$ cat src/rtl/lcd_timing_params.svh
// panel timing constants
`ifndef LCD_TIMING_PARAMS_SVH
`define LCD_TIMING_PARAMS_SVH

// ----------------------------------------------------------------
// register byte offsets
// ----------------------------------------------------------------
`define LCD_OFS_CTRL    8'h00
`define LCD_OFS_DIV     8'h04
`define LCD_OFS_HTIM    8'h08
`define LCD_OFS_VTIM    8'h0C
`define LCD_OFS_SIZE    8'h10
`define LCD_OFS_GATE    8'h14
`define LCD_OFS_STATUS  8'h18
`define LCD_OFS_DATA    8'h1C

// ----------------------------------------------------------------
// control fields
// ----------------------------------------------------------------
`define LCD_CTRL_EN      0
`define LCD_CTRL_MODE_LO 1
`define LCD_CTRL_MODE_HI 2
`define LCD_CTRL_BW_LO   3
`define LCD_CTRL_BW_HI   4
`define LCD_CTRL_POL_FS  5
`define LCD_CTRL_POL_LS  6
`define LCD_CTRL_POL_OE  7
`define LCD_CTRL_POL_SC  8
`define LCD_CTRL_POL_PD  9
`define LCD_CTRL_GT_LO   10
`define LCD_CTRL_GT_HI   11

// ----------------------------------------------------------------
// reset values
// ----------------------------------------------------------------
`define LCD_CTRL_RST  32'h0000_0000
`define LCD_DIV_RST   32'h0000_0002
`define LCD_HTIM_RST  32'h0000_0000
`define LCD_VTIM_RST  32'h0000_0001
`define LCD_SIZE_RST  32'h0001_0001
`define LCD_GATE_RST  32'h0000_0000
`define LCD_DATA_RST  32'h0000_0000

// ----------------------------------------------------------------
// horizontal interval offsets, in ticks
// ----------------------------------------------------------------
`define LCD_SYNC_ADD      13'h0001
`define LCD_FRONT_TFT_ADD 13'h0003
`define LCD_FRONT_GT_ADD  13'h0004
`define LCD_FRONT_NT_ADD  13'h0002
`define LCD_BACK_ADD      13'h0001
`define LCD_MIN_SH_PERIOD 9'h003

`define AXI_OKAY   2'b00
`define AXI_SLVERR 2'b10

`endif

$ cat src/rtl/lcd_timing_pkg.sv
// types of the panel timing generator
package lcd_timing_pkg;

   typedef enum logic [1:0] {
      H_SYNC   = 2'b00,
      H_FRONT  = 2'b01,
      H_ACTIVE = 2'b11,
      H_BACK   = 2'b10
   } h_state_t;

   typedef enum logic [1:0] {
      V_SYNC   = 2'b00,
      V_FRONT  = 2'b01,
      V_ACTIVE = 2'b11,
      V_BACK   = 2'b10
   } v_state_t;

   typedef enum logic [1:0] {
      MODE_TFT  = 2'b00,
      MODE_GATE = 2'b01,
      MODE_CSTN = 2'b10,
      MODE_MONO = 2'b11
   } panel_mode_t;

endpackage

$ cat src/rtl/lcd_panel_timing_generator.sv
// panel timing generator with AXI4-Lite registers
//
// Local design decisions: the register addresses and the AXI4-Lite slave port.
`timescale 1ns/1ps
`default_nettype none
`include "lcd_timing_params.svh"

module lcd_panel_timing_generator
   import lcd_timing_pkg::*;
(
   input  wire logic        mclk,
   input  wire logic        sys_rst,
   input  wire logic [7:0]  s_axi_awaddr,
   input  wire logic        s_axi_awvalid,
   output var  logic        s_axi_awready,
   input  wire logic [31:0] s_axi_wdata,
   input  wire logic [3:0]  s_axi_wstrb,
   input  wire logic        s_axi_wvalid,
   output var  logic        s_axi_wready,
   output var  logic [1:0]  s_axi_bresp,
   output var  logic        s_axi_bvalid,
   input  wire logic        s_axi_bready,
   input  wire logic [7:0]  s_axi_araddr,
   input  wire logic        s_axi_arvalid,
   output var  logic        s_axi_arready,
   output var  logic [31:0] s_axi_rdata,
   output var  logic [1:0]  s_axi_rresp,
   output var  logic        s_axi_rvalid,
   input  wire logic        s_axi_rready,
   output var  logic        line_sync,
   output var  logic        frame_sync,
   output var  logic        output_enable,
   output var  logic        shift_clock,
   output var  logic [17:0] pixel_data_lines,
   output var  logic        line_start_pulse,
   output var  logic        gate_clock_pulse,
   output var  logic        gate_power_pulse,
   output var  logic        alternation
);

   // ----------------------------------------------------------------
   // register file
   // ----------------------------------------------------------------
   logic [31:0] ctrl_reg, div_reg, htim_reg, vtim_reg, size_reg, gate_reg, data_reg;
   logic [7:0]  aw_addr_reg;
   logic [31:0] w_data_reg;
   logic [3:0]  w_strb_reg;
   logic        aw_have_reg, w_have_reg;
   logic [31:0] status_word;

   function automatic logic [31:0] merge(input logic [31:0] old, input logic [31:0] nw, input logic [3:0] st);
      logic [31:0] r;
      r = old;
      for (int i = 0; i < 4; i++) begin
         if (st[i]) begin
            r[i*8 +: 8] = nw[i*8 +: 8];
         end
      end
      return r;
   endfunction

   wire logic do_write = aw_have_reg && w_have_reg && !s_axi_bvalid;
   wire logic wr_ok    = (aw_addr_reg[7:5] == 3'b000) && (aw_addr_reg[4:2] != 3'd6) && (aw_addr_reg[1:0] == 2'b00);

   // aw and w in either order; answer once both held
   always_ff @(posedge mclk or posedge sys_rst) begin
      if (sys_rst) begin
         aw_have_reg   <= 1'b0;
         w_have_reg    <= 1'b0;
         aw_addr_reg   <= 8'h00;
         w_data_reg    <= 32'h0000_0000;
         w_strb_reg    <= 4'h0;
         s_axi_awready <= 1'b0;
         s_axi_wready  <= 1'b0;
         s_axi_bvalid  <= 1'b0;
         s_axi_bresp   <= `AXI_OKAY;
      end else begin
         s_axi_awready <= !aw_have_reg && !(s_axi_awvalid && s_axi_awready);
         s_axi_wready  <= !w_have_reg && !(s_axi_wvalid && s_axi_wready);
         if (s_axi_awvalid && s_axi_awready) begin
            aw_have_reg <= 1'b1;
            aw_addr_reg <= s_axi_awaddr;
         end
         if (s_axi_wvalid && s_axi_wready) begin
            w_have_reg <= 1'b1;
            w_data_reg <= s_axi_wdata;
            w_strb_reg <= s_axi_wstrb;
         end
         if (do_write) begin
            s_axi_bvalid <= 1'b1;
            s_axi_bresp  <= wr_ok ? `AXI_OKAY : `AXI_SLVERR;
         end else if (s_axi_bvalid && s_axi_bready) begin
            s_axi_bvalid  <= 1'b0;
            aw_have_reg   <= 1'b0;
            w_have_reg    <= 1'b0;
            s_axi_awready <= 1'b1;
            s_axi_wready  <= 1'b1;
         end
      end
   end

   always_ff @(posedge mclk or posedge sys_rst) begin
      if (sys_rst) begin
         ctrl_reg <= `LCD_CTRL_RST;
         div_reg  <= `LCD_DIV_RST;
         htim_reg <= `LCD_HTIM_RST;
         vtim_reg <= `LCD_VTIM_RST;
         size_reg <= `LCD_SIZE_RST;
         gate_reg <= `LCD_GATE_RST;
         data_reg <= `LCD_DATA_RST;
      end else if (do_write) begin
         unique case (aw_addr_reg)
            `LCD_OFS_CTRL: ctrl_reg <= merge(ctrl_reg, w_data_reg, w_strb_reg) & 32'h0000_0FFF;
            `LCD_OFS_DIV:  div_reg  <= merge(div_reg, w_data_reg, w_strb_reg) & 32'h0000_00FF;
            `LCD_OFS_HTIM: htim_reg <= merge(htim_reg, w_data_reg, w_strb_reg) & 32'h00FF_FFFF;
            `LCD_OFS_VTIM: vtim_reg <= merge(vtim_reg, w_data_reg, w_strb_reg) & 32'h00FF_FFFF;
            `LCD_OFS_SIZE: size_reg <= merge(size_reg, w_data_reg, w_strb_reg) & 32'h0FFF_0FFF;
            `LCD_OFS_GATE: gate_reg <= merge(gate_reg, w_data_reg, w_strb_reg);
            `LCD_OFS_DATA: data_reg <= merge(data_reg, w_data_reg, w_strb_reg) & 32'h0003_FFFF;
            default: ;
         endcase
      end
   end

   // read answered one cycle after address
   always_ff @(posedge mclk or posedge sys_rst) begin
      if (sys_rst) begin
         s_axi_arready <= 1'b0;
         s_axi_rvalid  <= 1'b0;
         s_axi_rdata   <= 32'h0000_0000;
         s_axi_rresp   <= `AXI_OKAY;
      end else begin
         s_axi_arready <= !s_axi_rvalid && !(s_axi_arvalid && s_axi_arready);
         if (s_axi_arvalid && s_axi_arready) begin
            s_axi_rvalid <= 1'b1;
            s_axi_rresp  <= `AXI_OKAY;
            unique case (s_axi_araddr)
               `LCD_OFS_CTRL:   s_axi_rdata <= ctrl_reg;
               `LCD_OFS_DIV:    s_axi_rdata <= div_reg;
               `LCD_OFS_HTIM:   s_axi_rdata <= htim_reg;
               `LCD_OFS_VTIM:   s_axi_rdata <= vtim_reg;
               `LCD_OFS_SIZE:   s_axi_rdata <= size_reg;
               `LCD_OFS_GATE:   s_axi_rdata <= gate_reg;
               `LCD_OFS_STATUS: s_axi_rdata <= status_word;
               `LCD_OFS_DATA:   s_axi_rdata <= data_reg;
               default: begin
                  s_axi_rdata <= 32'h0000_0000;
                  s_axi_rresp <= `AXI_SLVERR;
               end
            endcase
         end else if (s_axi_rvalid && s_axi_rready) begin
            s_axi_rvalid  <= 1'b0;
            s_axi_arready <= 1'b1;
         end
      end
   end

   // ----------------------------------------------------------------
   // field decode
   // ----------------------------------------------------------------
   panel_mode_t mode;
   logic        en, tft, pol_fs, pol_ls, pol_oe, pol_sc, pol_pd;
   logic [1:0]  bw_code, gate_sel;
   logic [7:0]  pixel_clock_divisor, hw, hf, hb, vw, vf, vb, gd, gw, pd, ad;
   logic [11:0] line_pixel_count, ymax;

   always_comb begin
      en       = ctrl_reg[`LCD_CTRL_EN];
      mode     = panel_mode_t'(ctrl_reg[`LCD_CTRL_MODE_HI:`LCD_CTRL_MODE_LO]);
      bw_code  = ctrl_reg[`LCD_CTRL_BW_HI:`LCD_CTRL_BW_LO];
      pol_fs   = ctrl_reg[`LCD_CTRL_POL_FS];
      pol_ls   = ctrl_reg[`LCD_CTRL_POL_LS];
      pol_oe   = ctrl_reg[`LCD_CTRL_POL_OE];
      pol_sc   = ctrl_reg[`LCD_CTRL_POL_SC];
      pol_pd   = ctrl_reg[`LCD_CTRL_POL_PD];
      gate_sel = ctrl_reg[`LCD_CTRL_GT_HI:`LCD_CTRL_GT_LO];
      tft      = (mode == MODE_TFT) || (mode == MODE_GATE);
      pixel_clock_divisor      = div_reg[7:0];
      hw       = htim_reg[7:0];
      hf       = htim_reg[15:8];
      hb       = htim_reg[23:16];
      vw       = vtim_reg[7:0];
      vf       = vtim_reg[15:8];
      vb       = vtim_reg[23:16];
      line_pixel_count     = (size_reg[11:0] == 12'h000) ? 12'h001 : size_reg[11:0];
      ymax     = (size_reg[27:16] == 12'h000) ? 12'h001 : size_reg[27:16];
      gd       = gate_reg[7:0];
      gw       = gate_reg[15:8];
      pd       = gate_reg[23:16];
      ad       = gate_reg[31:24];
   end

   // ----------------------------------------------------------------
   // pixel and shift clock enables
   // ----------------------------------------------------------------
   h_state_t    h_state_reg;
   v_state_t    v_state_reg;
   logic [7:0]  pix_cnt_reg;
   logic [2:0]  sh_cnt_reg;
   logic [12:0] h_cnt_reg;
   logic [11:0] v_cnt_reg;
   logic        pix_tick, shift_tick, h_tick, h_last, line_end, act_entry;
   logic [2:0]  bw_last, bw_half;
   logic [12:0] h_len;

   always_comb begin
      unique case (bw_code)
         2'd0: begin bw_last = 3'd0; bw_half = 3'd0; end
         2'd1: begin bw_last = 3'd1; bw_half = 3'd1; end
         2'd2: begin bw_last = 3'd3; bw_half = 3'd2; end
         2'd3: begin bw_last = 3'd7; bw_half = 3'd4; end
      endcase
   end

   assign pix_tick   = en && (pix_cnt_reg == pixel_clock_divisor);
   assign shift_tick = pix_tick && ((mode != MODE_MONO) || (sh_cnt_reg == bw_last));

   always_ff @(posedge mclk or posedge sys_rst) begin
      if (sys_rst) begin
         pix_cnt_reg <= 8'h00;
      end else if (!en || pix_tick) begin
         pix_cnt_reg <= 8'h00;
      end else begin
         pix_cnt_reg <= pix_cnt_reg + 8'h01;
      end
   end

   // phase reload puts first shift bus/2 pixels in
   always_ff @(posedge mclk or posedge sys_rst) begin
      if (sys_rst) begin
         sh_cnt_reg <= 3'd0;
      end else if (act_entry) begin
         sh_cnt_reg <= bw_half;
      end else if (pix_tick) begin
         sh_cnt_reg <= (sh_cnt_reg >= bw_last) ? 3'd0 : sh_cnt_reg + 3'd1;
      end
   end

   // ----------------------------------------------------------------
   // horizontal timing
   // ----------------------------------------------------------------
   always_comb begin
      unique case (h_state_reg)
         H_SYNC:   h_len = {5'h00, hw} + `LCD_SYNC_ADD;
         H_FRONT: begin
            if (mode == MODE_GATE) begin
               h_len = {5'h00, hf} + `LCD_FRONT_GT_ADD;
            end else if (tft) begin
               h_len = {5'h00, hf} + `LCD_FRONT_TFT_ADD;
            end else begin
               h_len = {5'h00, hf} + `LCD_FRONT_NT_ADD;
            end
         end
         H_ACTIVE: h_len = {1'b0, line_pixel_count};
         H_BACK:   h_len = {5'h00, hb} + `LCD_BACK_ADD;
      endcase
   end

   // non-TFT blanking in pixel clocks
   assign h_tick    = (!tft && (h_state_reg != H_ACTIVE)) ? pix_tick : shift_tick;
   assign h_last    = h_tick && (h_cnt_reg == h_len - 13'h0001);
   assign line_end  = h_last && (h_state_reg == H_BACK);
   assign act_entry = h_last && (h_state_reg == H_FRONT);

   always_ff @(posedge mclk or posedge sys_rst) begin
      if (sys_rst) begin
         h_state_reg <= H_SYNC;
         h_cnt_reg   <= 13'h0000;
      end else if (!en) begin
         h_state_reg <= H_SYNC;
         h_cnt_reg   <= 13'h0000;
      end else if (h_last) begin
         h_cnt_reg <= 13'h0000;
         unique case (h_state_reg)
            H_SYNC:   h_state_reg <= H_FRONT;
            H_FRONT:  h_state_reg <= H_ACTIVE;
            H_ACTIVE: h_state_reg <= H_BACK;
            H_BACK:   h_state_reg <= H_SYNC;
         endcase
      end else if (h_tick) begin
         h_cnt_reg <= h_cnt_reg + 13'h0001;
      end
   end

   // ----------------------------------------------------------------
   // vertical timing, counted in whole lines
   // ----------------------------------------------------------------
   function automatic logic [11:0] v_len(input v_state_t s, input logic [7:0] w, input logic [7:0] f,
                                         input logic [7:0] b, input logic [11:0] y);
      unique case (s)
         V_SYNC:   v_len = (w == 8'h00) ? 12'h001 : {4'h0, w};
         V_FRONT:  v_len = {4'h0, f};
         V_ACTIVE: v_len = y;
         V_BACK:   v_len = {4'h0, b};
      endcase
   endfunction

   function automatic v_state_t v_succ(input v_state_t s);
      unique case (s)
         V_SYNC:   v_succ = V_FRONT;
         V_FRONT:  v_succ = V_ACTIVE;
         V_ACTIVE: v_succ = V_BACK;
         V_BACK:   v_succ = V_SYNC;
      endcase
   endfunction

   v_state_t v_next;

   // zero-line waits skipped
   always_comb begin
      v_next = v_succ(v_state_reg);
      for (int i = 0; i < 2; i++) begin
         if (v_len(v_next, vw, vf, vb, ymax) == 12'h000) begin
            v_next = v_succ(v_next);
         end
      end
   end

   always_ff @(posedge mclk or posedge sys_rst) begin
      if (sys_rst) begin
         v_state_reg <= V_SYNC;
         v_cnt_reg   <= 12'h000;
      end else if (!en) begin
         v_state_reg <= V_SYNC;
         v_cnt_reg   <= 12'h000;
      end else if (line_end) begin
         if (v_cnt_reg >= v_len(v_state_reg, vw, vf, vb, ymax) - 12'h001) begin
            v_state_reg <= v_next;
            v_cnt_reg   <= 12'h000;
         end else begin
            v_cnt_reg <= v_cnt_reg + 12'h001;
         end
      end
   end

   // ----------------------------------------------------------------
   // gate TFT sideband, from last data of line
   // ----------------------------------------------------------------
   logic [9:0] post_reg;
   logic [9:0] g_rise, g_fall, p_rise;
   logic       gate_mode, oe_raw, fs_raw, sc_run, alt_reg;

   assign gate_mode = (mode == MODE_GATE);
   assign oe_raw    = (h_state_reg == H_ACTIVE) && (v_state_reg == V_ACTIVE);
   assign fs_raw    = (v_state_reg == V_SYNC) && (tft || (h_state_reg != H_SYNC));
   assign g_rise    = {2'b00, gd} + 10'h001;
   assign g_fall    = g_rise + {2'b00, gw} + 10'h001;
   assign p_rise    = g_fall + {2'b00, pd};

   // saturates: no repeat before next data line
   always_ff @(posedge mclk or posedge sys_rst) begin
      if (sys_rst) begin
         post_reg <= 10'h3FF;
      end else if (!en) begin
         post_reg <= 10'h3FF;
      end else if (h_last && oe_raw) begin
         post_reg <= 10'h000;
      end else if (shift_tick && (post_reg != 10'h3FF)) begin
         post_reg <= post_reg + 10'h001;
      end
   end

   always_ff @(posedge mclk or posedge sys_rst) begin
      if (sys_rst) begin
         alt_reg <= 1'b0;
      end else if (gate_mode && shift_tick && (post_reg == {2'b00, ad})) begin
         alt_reg <= !alt_reg;
      end
   end

   // ----------------------------------------------------------------
   // output stage, all registered, polarity applied last to sync, enable, shift clock and data only
   // ----------------------------------------------------------------
   always_comb begin
      unique case (gate_sel)
         2'd1:    sc_run = !fs_raw;
         2'd2:    sc_run = oe_raw;
         default: sc_run = 1'b1;
      endcase
   end

   always_ff @(posedge mclk or posedge sys_rst) begin
      if (sys_rst) begin
         line_sync        <= 1'b0;
         frame_sync       <= 1'b0;
         output_enable    <= 1'b0;
         shift_clock      <= 1'b0;
         pixel_data_lines <= 18'h0_0000;
      end else begin
         line_sync        <= pol_ls ^ (en && h_state_reg == H_SYNC);
         frame_sync       <= pol_fs ^ (en && fs_raw);
         output_enable    <= pol_oe ^ (en && oe_raw);
         shift_clock      <= pol_sc ^ (shift_tick && sc_run);
         pixel_data_lines <= {18{pol_pd}} ^ ((en && oe_raw) ? data_reg[17:0] : 18'h0_0000);
      end
   end

   always_ff @(posedge mclk or posedge sys_rst) begin
      if (sys_rst) begin
         line_start_pulse <= 1'b0;
         gate_clock_pulse <= 1'b0;
         gate_power_pulse <= 1'b1;
         alternation      <= 1'b0;
      end else begin
         line_start_pulse <= gate_mode && (v_state_reg == V_ACTIVE) && (h_state_reg == H_FRONT)
                             && (h_cnt_reg == h_len - 13'h0001);
         gate_clock_pulse <= gate_mode && (post_reg >= g_rise) && (post_reg < g_fall);
         gate_power_pulse <= !(gate_mode && (post_reg >= g_rise) && (post_reg < p_rise));
         alternation      <= gate_mode && alt_reg;
      end
   end

   // ----------------------------------------------------------------
   // status: position and shift rate check
   // ----------------------------------------------------------------
   logic [8:0] sh_period;
   logic       rate_bad;

   assign sh_period   = {1'b0, pixel_clock_divisor} + 9'h001;
   assign rate_bad    = (mode != MODE_MONO) && (sh_period < `LCD_MIN_SH_PERIOD);
   assign status_word = {14'h0000, fs_raw, rate_bad, 2'b00, v_state_reg, v_cnt_reg};

endmodule // lcd_panel_timing_generator
`default_nettype wire

$ cat config.mk
export PLATFORM = sky130hd
export DESIGN_NAME = lcd_panel_timing_generator
export DESIGN_NICKNAME = d
export VERILOG_FILES = /design/src/rtl/lcd_timing_pkg.sv /design/src/rtl/lcd_panel_timing_generator.sv
export VERILOG_INCLUDE_DIRS = /design/src /design/src/rtl
export SDC_FILE = /design/constraint.sdc
export NUM_CORES = 1
export LEC_CHECK = 0
export ABC_AREA = 0
export BUFFER_PORTS_ARGS = -buffer_cell sky130_fd_sc_hd__buf_2
export CORE_MARGIN = 2
export CORE_UTILIZATION = 30
export DETAILED_ROUTE_END_ITERATION = 12
export HOLD_SLACK_MARGIN = 0.08
export PLACE_DENSITY = 0.58
export SLEW_MARGIN = 5
export SYNTH_ARGS = -nofsm -noshare
export SYNTH_HDL_FRONTEND = slang
export SYNTH_SLANG_ARGS = --single-unit
export TNS_END_PERCENT = 1
$ cat constraint.sdc
create_clock -name mclk -period 12.1 [get_ports mclk]
set_input_delay 1.815 -clock mclk [delete_from_list [all_inputs] [get_ports mclk]]
set_output_delay 1.815 -clock mclk [all_outputs]
set_load 0.005 [all_outputs]
==> flow_metrics.env, run 1 <==
export IMPL_outcome="complete, no violations"
export IMPL_ys_types=93
export IMPL_worstPathCellList="nor2b_1 > mux2_4 > ha_1 > xor2_1 > a221oi_2 > o21ai_2 > nor3b_4 > and3_1 > a41oi_1 > or4_1 > and4_1 > a31oi_2 > o21ai_0 > o41ai_2"
export IMPL_async_reset_ff_share_pct=100
export IMPL_worst_setup_margin_ns=6.58
export IMPL_first_global_vias=13025
export IMPL_grt_antenna_before_repair=1
export IMPL_grt_pass1_wl_um=83000
export IMPL_postCtsSetupRepairBufs=0
export IMPL_cts_root_buffer="sky130_fd_sc_hd__clkbuf_16"
export IMPL_flow_area_growth_from_synthesis_pct=15.1
export IMPL_grtUsageTotal_pct=18.4
export IMPL_max_slew_margin_rel_pct=21.4
export IMPL_wl_per_cell_um=22.3
export IMPL_detailedPlace_worstSlack_ns=6.64
export IMPL_reg2reg_setup_slack_ns=6.58
export IMPL_start_util_pct=30.2
export IMPL_worstMarginPinSlew_ns=1.17
export IMPL_end_kind="flop"
export IMPL_timing_final_crit_period_ns=5.52
export IMPL_placementRows=87
export IMPL_finalNetCount=1796
export IMPL_unrepaired_setup_endpoints_after_global_routing="no"
export IMPL_maxClockFrequency_ghz=0.181
export IMPL_htree_num_levels=2
export IMPL_critical_path_top_delay_family="simple AND/OR/NAND/NOR gates"
export IMPL_postCtsHoldBufs=0
export IMPL_tritoncts="done"
export IMPL_total_leakage_power_nw=8.83
export IMPL_die_height_um=242
export IMPL_hold_class="flop to flop"
export IMPL_wp_buf_inv=0
export IMPL_finalSetupViolCount=0
export IMPL_final_worst_path_cycle_share_pct=45.6
export IMPL_critical_path_arrival_ns=5.94
export IMPL_netlist_area_um2=16900
export IMPL_crit_path_max_fanout=24
export IMPL_register_bit_total_from_synthesis=304
export IMPL_place_congestion=0.892
export IMPL_grt_max_degree=103
export IMPL_clock_sinks=304
export IMPL_worstHoldPathCells=1
export IMPL_synth_seq_area_share_pct=45.0
export IMPL_crit_slowest_cell="sky130_fd_sc_hd__dfrtp_1"
export IMPL_final_layout_size_suffix_gt1_share_pct=25.8
export IMPL_synth_top_cell_area_share_pct=42.7
export IMPL_ys_top_cells_by_area="sky130_fd_sc_hd__dfrtp_1, sky130_fd_sc_hd__mux2_2, sky130_fd_sc_hd__ha_1"
export IMPL_hpwl_um=41000
export IMPL_setup_tns_ns=0
export IMPL_timing_critical_path_from_type="flop"
export IMPL_clock_path_buffers=3
export IMPL_cell_taking_the_most_area_after_synthesis="sky130_fd_sc_hd__dfrtp_1"
export IMPL_skew_ns=0.0307
export IMPL_worst_ir_drop_vdd_mv=0.102
export IMPL_placeableCoreArea_um2=56100
export IMPL_critical_path_reg2reg_endpoint="v_cnt_reg[7]"
export IMPL_post_route_drc_count=0
export IMPL_finalHoldViolations=0
export IMPL_worst_hold_path_endpoint="s_axi_rdata[12]"
export IMPL_regToRegStartpoint="h_state_reg[1]"
export IMPL_cts_resized=0
export IMPL_syn_avg_cell_area_um2=11.0
export IMPL_reg2reg_depth=14
export IMPL_route_final_wire_length_um=54500
export IMPL_pwr_dens_nw_per_um2=158
export IMPL_timing_max_cap_violations=0
export IMPL_number_of_drc_markers_in_iteration_0=1074
export IMPL_ys_warnings_count=0
export IMPL_numCtsBuffers=36
export IMPL_worstSetupPathType="flop to flop"
export IMPL_worstSkewPairLatency_ns=0.56
export IMPL_fillCellCount=5574
export IMPL_slowest_delay_ns=0.91
export IMPL_dieArea_um2=58400
export IMPL_synth_flop_cell="sky130_fd_sc_hd__dfrtp_1"
export IMPL_count_of_vias_placed_by_the_detailed_router=13020
export IMPL_antennaDiodeCount=0
export IMPL_buffer_ports_inserted=123
export IMPL_die_width_um=242
export IMPL_globalRoute_totalOverflow=0
export IMPL_design_portCount=126
export IMPL_detail_route_antenna_nets=0
export IMPL_timing_final_max_slew_violations=0
export IMPL_cp_data_required_time_ns=12.53
export IMPL_drt_first_pass_iters=5
export IMPL_worst_hold_startpoint="s_axi_rdata[12]"
export IMPL_clk_transition_reported_paths_ns=0.05
export IMPL_viasPerCell=5.33
export IMPL_synthesis_instances=1546
export IMPL_synth_enable_flop_cells=0
-- cells in the mapped netlist, types with 14 or more instances --
cell type,number
sky130_fd_sc_hd__dfrtp_1,289
sky130_fd_sc_hd__mux2_2,189
sky130_fd_sc_hd__nand2_1,132
sky130_fd_sc_hd__ha_1,73
sky130_fd_sc_hd__xnor2_1,64
sky130_fd_sc_hd__nor2_1,63
sky130_fd_sc_hd__inv_1,60
sky130_fd_sc_hd__o21ai_0,49
sky130_fd_sc_hd__clkbuf_1,47
sky130_fd_sc_hd__a21o_1,42
sky130_fd_sc_hd__a22oi_1,40
sky130_fd_sc_hd__xor2_1,39
sky130_fd_sc_hd__nand3_1,36
sky130_fd_sc_hd__a21oi_1,32
sky130_fd_sc_hd__nor3_1,25
sky130_fd_sc_hd__and3_1,21
sky130_fd_sc_hd__a31oi_1,20
sky130_fd_sc_hd__nand2b_1,20
sky130_fd_sc_hd__nand4_1,19
sky130_fd_sc_hd__nor2b_1,19
sky130_fd_sc_hd__nor4_1,18
sky130_fd_sc_hd__a221oi_1,15
sky130_fd_sc_hd__dfstp_2,15
sky130_fd_sc_hd__a22o_1,14
sky130_fd_sc_hd__mux2i_1,14
-- per-layer routing --
| metal | GRT usage (%) | part of all wire (%) |
|---|---|---|
| met4 | 7.42 | 3.9 |
| met1 | 25.9 | 46 |
| met2 | 28.5 | 45 |
| met3 | 2.81 | 5.7 |
| met5 | 0 | 0.022 |
-- where the power goes --
| group | switching [mW] | total, mW | internal (mW) | leakage, nW |
|---|---|---|---|---|
| registers | 0.238 | 1.40 | 1.16 | 4.06 |
| logic | 0.322 | 0.639 | 0.317 | 4.22 |
| clock network | 0.449 | 1.05 | 0.601 | 0.553 |
| total | 1.01 | 3.09 | 2.08 | 8.83 |
-- placed cells by master, fill, tap and decap left out, types with 6 or more instances in the layout --
master | synthesis | routed
sky130_fd_sc_hd__a211o_1 | 6 | 6
sky130_fd_sc_hd__a211oi_1 | 8 | 8
sky130_fd_sc_hd__a21boi_0 | 8 | 8
sky130_fd_sc_hd__a21o_1 | 42 | 42
sky130_fd_sc_hd__a21oi_1 | 32 | 32
sky130_fd_sc_hd__a221oi_1 | 15 | 15
sky130_fd_sc_hd__a222oi_1 | 8 | 8
sky130_fd_sc_hd__a22o_1 | 14 | 14
sky130_fd_sc_hd__a22oi_1 | 40 | 40
sky130_fd_sc_hd__a31oi_1 | 20 | 20
sky130_fd_sc_hd__and2_1 | 8 | 7
sky130_fd_sc_hd__and3_1 | 21 | 21
sky130_fd_sc_hd__buf_2 | 5 | 123
sky130_fd_sc_hd__buf_4 | 5 | 14
sky130_fd_sc_hd__clkbuf_1 | 47 | 12
sky130_fd_sc_hd__clkbuf_16 | 0 | 36
sky130_fd_sc_hd__clkbuf_8 | 0 | 7
sky130_fd_sc_hd__dfrtp_1 | 289 | 289
sky130_fd_sc_hd__dfstp_2 | 15 | 15
sky130_fd_sc_hd__ha_1 | 73 | 73
sky130_fd_sc_hd__inv_1 | 60 | 59
sky130_fd_sc_hd__mux2_2 | 189 | 189
sky130_fd_sc_hd__mux2i_1 | 14 | 14
sky130_fd_sc_hd__mux4_2 | 7 | 7
sky130_fd_sc_hd__nand2_1 | 132 | 132
sky130_fd_sc_hd__nand2b_1 | 20 | 20
sky130_fd_sc_hd__nand3_1 | 36 | 36
sky130_fd_sc_hd__nand4_1 | 19 | 19
sky130_fd_sc_hd__nor2_1 | 63 | 62
sky130_fd_sc_hd__nor2b_1 | 19 | 19
sky130_fd_sc_hd__nor3_1 | 25 | 22
sky130_fd_sc_hd__nor4_1 | 18 | 18
sky130_fd_sc_hd__o211ai_1 | 9 | 9
sky130_fd_sc_hd__o21a_1 | 10 | 10
sky130_fd_sc_hd__o21ai_0 | 49 | 49
sky130_fd_sc_hd__o21ai_1 | 12 | 12
sky130_fd_sc_hd__o21bai_1 | 6 | 6
sky130_fd_sc_hd__o31ai_1 | 10 | 10
sky130_fd_sc_hd__xnor2_1 | 64 | 64
sky130_fd_sc_hd__xor2_1 | 39 | 39
-- through the flow --
stage / power [mW] / hold WS [ns] / cell area (um2) / instances / util, %
detailed placement: 2.05 / 0.465 / 18400 / 2380 / 32.7
global route: 3.25 / 0.504 / 19500 / 2445 / 34.8
floorplan: 1.78 / 0.437 / 16900 / 1547 / -
global placement: 2.03 / 0.457 / 18400 / 2380 / 32.7
CTS: 3.11 / 0.476 / 19500 / 2445 / 34.8
finish: 3.09 / 0.471 / 19500 / 2445 / 34.8
-- worst max path at each step --
stage                         from             to  slack (ns)  cells past startpoint
floorplan                  sys_rst        alt_reg        1.91                      1
global placement    h_state_reg[1]  sh_cnt_reg[2]        6.74                     14
detailed placement  h_state_reg[1]  sh_cnt_reg[2]        6.64                     14
CTS                 h_state_reg[1]  sh_cnt_reg[2]        6.63                     14
global route        v_state_reg[1]   v_cnt_reg[7]        6.13                     17
finish              h_state_reg[1]   v_cnt_reg[7]        6.58                     14
-- cell families after synthesis --
kind of cell	after synthesis	synth area share [%]
simple gates	404	12.3
other cells	1	0.0221
compound gates	323	13.9
mux	214	14.6
buf+inv	121	2.96
flops	304	45.0
fa+ha+maj	75	5.63
xor+xnor	104	5.46
-- final cells by class --
type	count	area [um2]	area share, %
clock buffer	55	1040	5.35
clock inverter	10	96.3	0.494
inverter	61	236	1.21
multi-input combinational	1122	8830	45.3
sequential	304	7630	39.1
tap	756	946	4.85
timing repair buffer	137	721	3.70
No activity file was read; power rests on OpenSTA's default activity.
==> run 2, diff against run 1 <==
Settings changed: ABC_AREA 0 to 1, PLACE_DENSITY 0.58 to 0.57.
Clock period 12.1 ns to 5.6 ns, I/O delays scaled along.
==> run 2 against run 1 <==
Net effect:
- highest routed layer unchanged
- register-to-register slack got worse by 5.1 ns
- critical path type unchanged
- total power increased to 2.9 times the previous value
- utilization rose by 0.41 points
- count of clock-buffer cells in the layout down 4
- largest cell class unchanged
==> flow_metrics.env, run 2 <==
export IMPL_cts_root_buffer="sky130_fd_sc_hd__clkbuf_16"
export IMPL_worstSkewPairLatency_ns=0.57
export IMPL_antennaDiodeCount=0
export IMPL_path_depth=22
export IMPL_timing_final_crit_period_ns=4.11
export IMPL_synth_enable_flop_cells=0
export IMPL_end_kind="flop"
export IMPL_max_slew_margin_rel_pct=32.1
export IMPL_timing_max_cap_violations=0
export IMPL_hold_class="input pin to asynchronous set/reset pin"
export IMPL_wp_buf_inv=3
export IMPL_viasPerCell=5.04
export IMPL_hpwl_um=46300
export IMPL_reg2reg_depth=22
export IMPL_flow_area_growth_from_synthesis_pct=15.4
export IMPL_final_layout_size_suffix_gt1_share_pct=13.0
export IMPL_register_bit_total_from_synthesis=304
export IMPL_clock_power_share_pct=27.4
export IMPL_post_route_drc_count=0
export IMPL_grt_antenna_before_repair=1
export IMPL_part_of_the_total_power_dissipated_in_sequential_elements_pct=34.2
export IMPL_place_area_um2=18700
export IMPL_worstPathCellList="nand2_1 > inv_1 > o21ai_0 > a32o_1 > nand2_1 > nor2_1 > nand2_1 > nor3_1 > xor2_1 > inv_1 > ha_1 > nand2_1 > nor2_1 > nand2_1 > o211ai_1 > a31oi_1 > nand2_1 > nor2_1 > inv_1 > nand3_1 > nand2_1 > o21ai_1"
export IMPL_final_common_cell="sky130_fd_sc_hd__nand2_1"
export IMPL_internal_power_mw=5.20
export IMPL_htree_num_levels=2
export IMPL_ys_warnings_count=0
export IMPL_tritoncts="done"
export IMPL_count_of_vias_placed_by_the_detailed_router=15429
export IMPL_worst_ir_drop_vdd_mv=0.303
export IMPL_worstMarginPinSlew_ns=1.02
export IMPL_timing_final_max_slew_violations=0
export IMPL_first_global_vias=14981
export IMPL_design_portCount=126
export IMPL_die_width_um=244
export IMPL_synth_seq_area_share_pct=44.2
export IMPL_synth_most_common_cell="sky130_fd_sc_hd__nand2_1"
export IMPL_syn_avg_cell_area_um2=7.97
export IMPL_swShare_pct=42.0
export IMPL_outcome="complete, no violations"
export IMPL_grtUsageTotal_pct=20.2
export IMPL_number_of_drc_markers_in_iteration_0=1316
export IMPL_cpMostUsedCell="sky130_fd_sc_hd__nand2_1"
export IMPL_ys_types=60
export IMPL_grt_pass1_wl_um=92400
export IMPL_placeableCoreArea_um2=56600
export IMPL_buffer_ports_inserted=123
export IMPL_netlist_area_um2=17300
export IMPL_critical_path_top_delay_family="simple AND/OR/NAND/NOR gates"
export IMPL_pwr_dens_nw_per_um2=451
export IMPL_drt_first_pass_iters=6
export IMPL_fillCellCount=6015
export IMPL_worstSetupPathType="flop to flop"
export IMPL_finalNetCount=2412
export IMPL_combPwrFrac_pct=38.4
export IMPL_clk_transition_reported_paths_ns=0.07
export IMPL_skew_ns=0.0196
export IMPL_netlist_top_cells_count="sky130_fd_sc_hd__nand2_1, sky130_fd_sc_hd__dfrtp_1, sky130_fd_sc_hd__o21ai_0"
export IMPL_route_final_wire_length_um=60000
export IMPL_crit_path_max_fanout=10
export IMPL_setup_tns_ns=0
export IMPL_postCtsHoldBufs=0
export IMPL_timing_hold_ws_ns=0.446
export IMPL_synth_top_cell_area_share_pct=41.9
export IMPL_start_util_pct=30.5
export IMPL_final_cell_mix="sky130_fd_sc_hd__nand2_1, sky130_fd_sc_hd__dfrtp_1, sky130_fd_sc_hd__o21ai_0"
export IMPL_slowest_delay_ns=0.45
export IMPL_detail_route_antenna_nets=0
export IMPL_crit_slowest_cell="sky130_fd_sc_hd__nand2_1"
export IMPL_postCtsSetupRepairBufs=0
export IMPL_critical_path_arrival_ns=4.61
export IMPL_final_worst_path_cycle_share_pct=73.4
export IMPL_placementRows=87
export IMPL_unrepaired_setup_endpoints_after_global_routing="no"
export IMPL_grt_max_degree=112
export IMPL_dieArea_um2=59500
export IMPL_synth_flop_cell="sky130_fd_sc_hd__dfrtp_1"
export IMPL_timing_critical_path_from_type="flop"
export IMPL_total_leakage_power_nw=9.29
export IMPL_p_switching_mw=3.77
export IMPL_cts_resized=0
export IMPL_wl_per_cell_um=19.6
export IMPL_cell_taking_the_most_area_after_synthesis="sky130_fd_sc_hd__dfrtp_1"
export IMPL_finalHoldViolations=0
export IMPL_finish_instance_area_um2=19900
export IMPL_clock_path_buffers=3
export IMPL_async_reset_ff_share_pct=100
export IMPL_cp_data_required_time_ns=6.10
export IMPL_die_height_um=244
export IMPL_numCtsBuffers=36
export IMPL_globalRoute_totalOverflow=0
export IMPL_synthesis_instances=2167
export IMPL_clock_sinks=304
export IMPL_maxClockFrequency_ghz=0.243
export IMPL_place_congestion=0.940
export IMPL_finalSetupViolCount=0
export IMPL_ys_top_cells_by_area="sky130_fd_sc_hd__dfrtp_1, sky130_fd_sc_hd__nand2_1, sky130_fd_sc_hd__o21ai_0"
## run 2: final timing paths
path                                  from        endpoint  slack (ns)
hold / removal                     sys_rst      w_have_reg        0.45
hold reg to reg             s_axi_rdata[4]  s_axi_rdata[4]        0.48
setup / recovery            v_state_reg[1]  v_state_reg[1]        1.49
min in group mclk          s_axi_awaddr[1]  aw_addr_reg[1]        0.47
setup reg to reg            v_state_reg[1]  v_state_reg[1]        1.49
max in group asynchronous          sys_rst   w_data_reg[4]        3.97
## run 2: kinds of logic after synthesis
logic type      count (synthesis)  synth area share, %
flops                         304                 44.2
mux                             1               0.0652
simple gates                  981                 24.9
fa+ha+maj                      75                 5.52
compound gates                413                 14.0
xor+xnor                       88                 4.46
other cells                     1               0.0217
buf+inv                       304                 6.89
## run 2: power groups by stage
stage,Combinational [mW],Sequential (mW),Clock (mW)
5_1_grt,3.92,3.12,2.59
4_1_cts,3.45,3.06,2.51
2_1_floorplan,2.44,2.92,0
6_report,3.44,3.07,2.46
3_3_place_gp,3.35,3.09,0
3_5_place_dp,3.41,3.09,0
## run 2: per-stage QoR
stage / setup slack [ns] / cells / utilization (%) / power, mW
final: 1.49 / 3061 / 35.2 / 8.98
after CTS: 1.54 / 3061 / 35.2 / 9.02
after floorplan: 0.729 / 2168 / - / 5.36
after detailed placement: 1.55 / 2996 / 33.0 / 6.50
after global placement: 1.63 / 2996 / 33.0 / 6.44
after global routing: 1.11 / 3061 / 35.2 / 9.63
## run 2: routing by layer
metal | wire length [um] | share of wire (%) | up-vias | global-route usage [%]
met5 | 13 | 0.022 | - | 0
met4 | 1780 | 3.0 | 2 | 6.62
met3 | 3900 | 6.5 | 101 | 3.16
met2 | 26400 | 44 | 551 | 31.1
met1 | 27900 | 47 | 7391 | 28.7
li1 | - | - | 7384 | -
## run 2: cell type report
type	instances	area, um2	area share (%)
Multi-Input combinational cell	1560	8460	42.5
Sequential cell	304	7630	38.3
Clock buffer	51	1060	5.31
Tap cell	756	946	4.75
Inverter	241	908	4.56
Timing Repair Buffer	135	731	3.67
Clock inverter	14	189	0.949
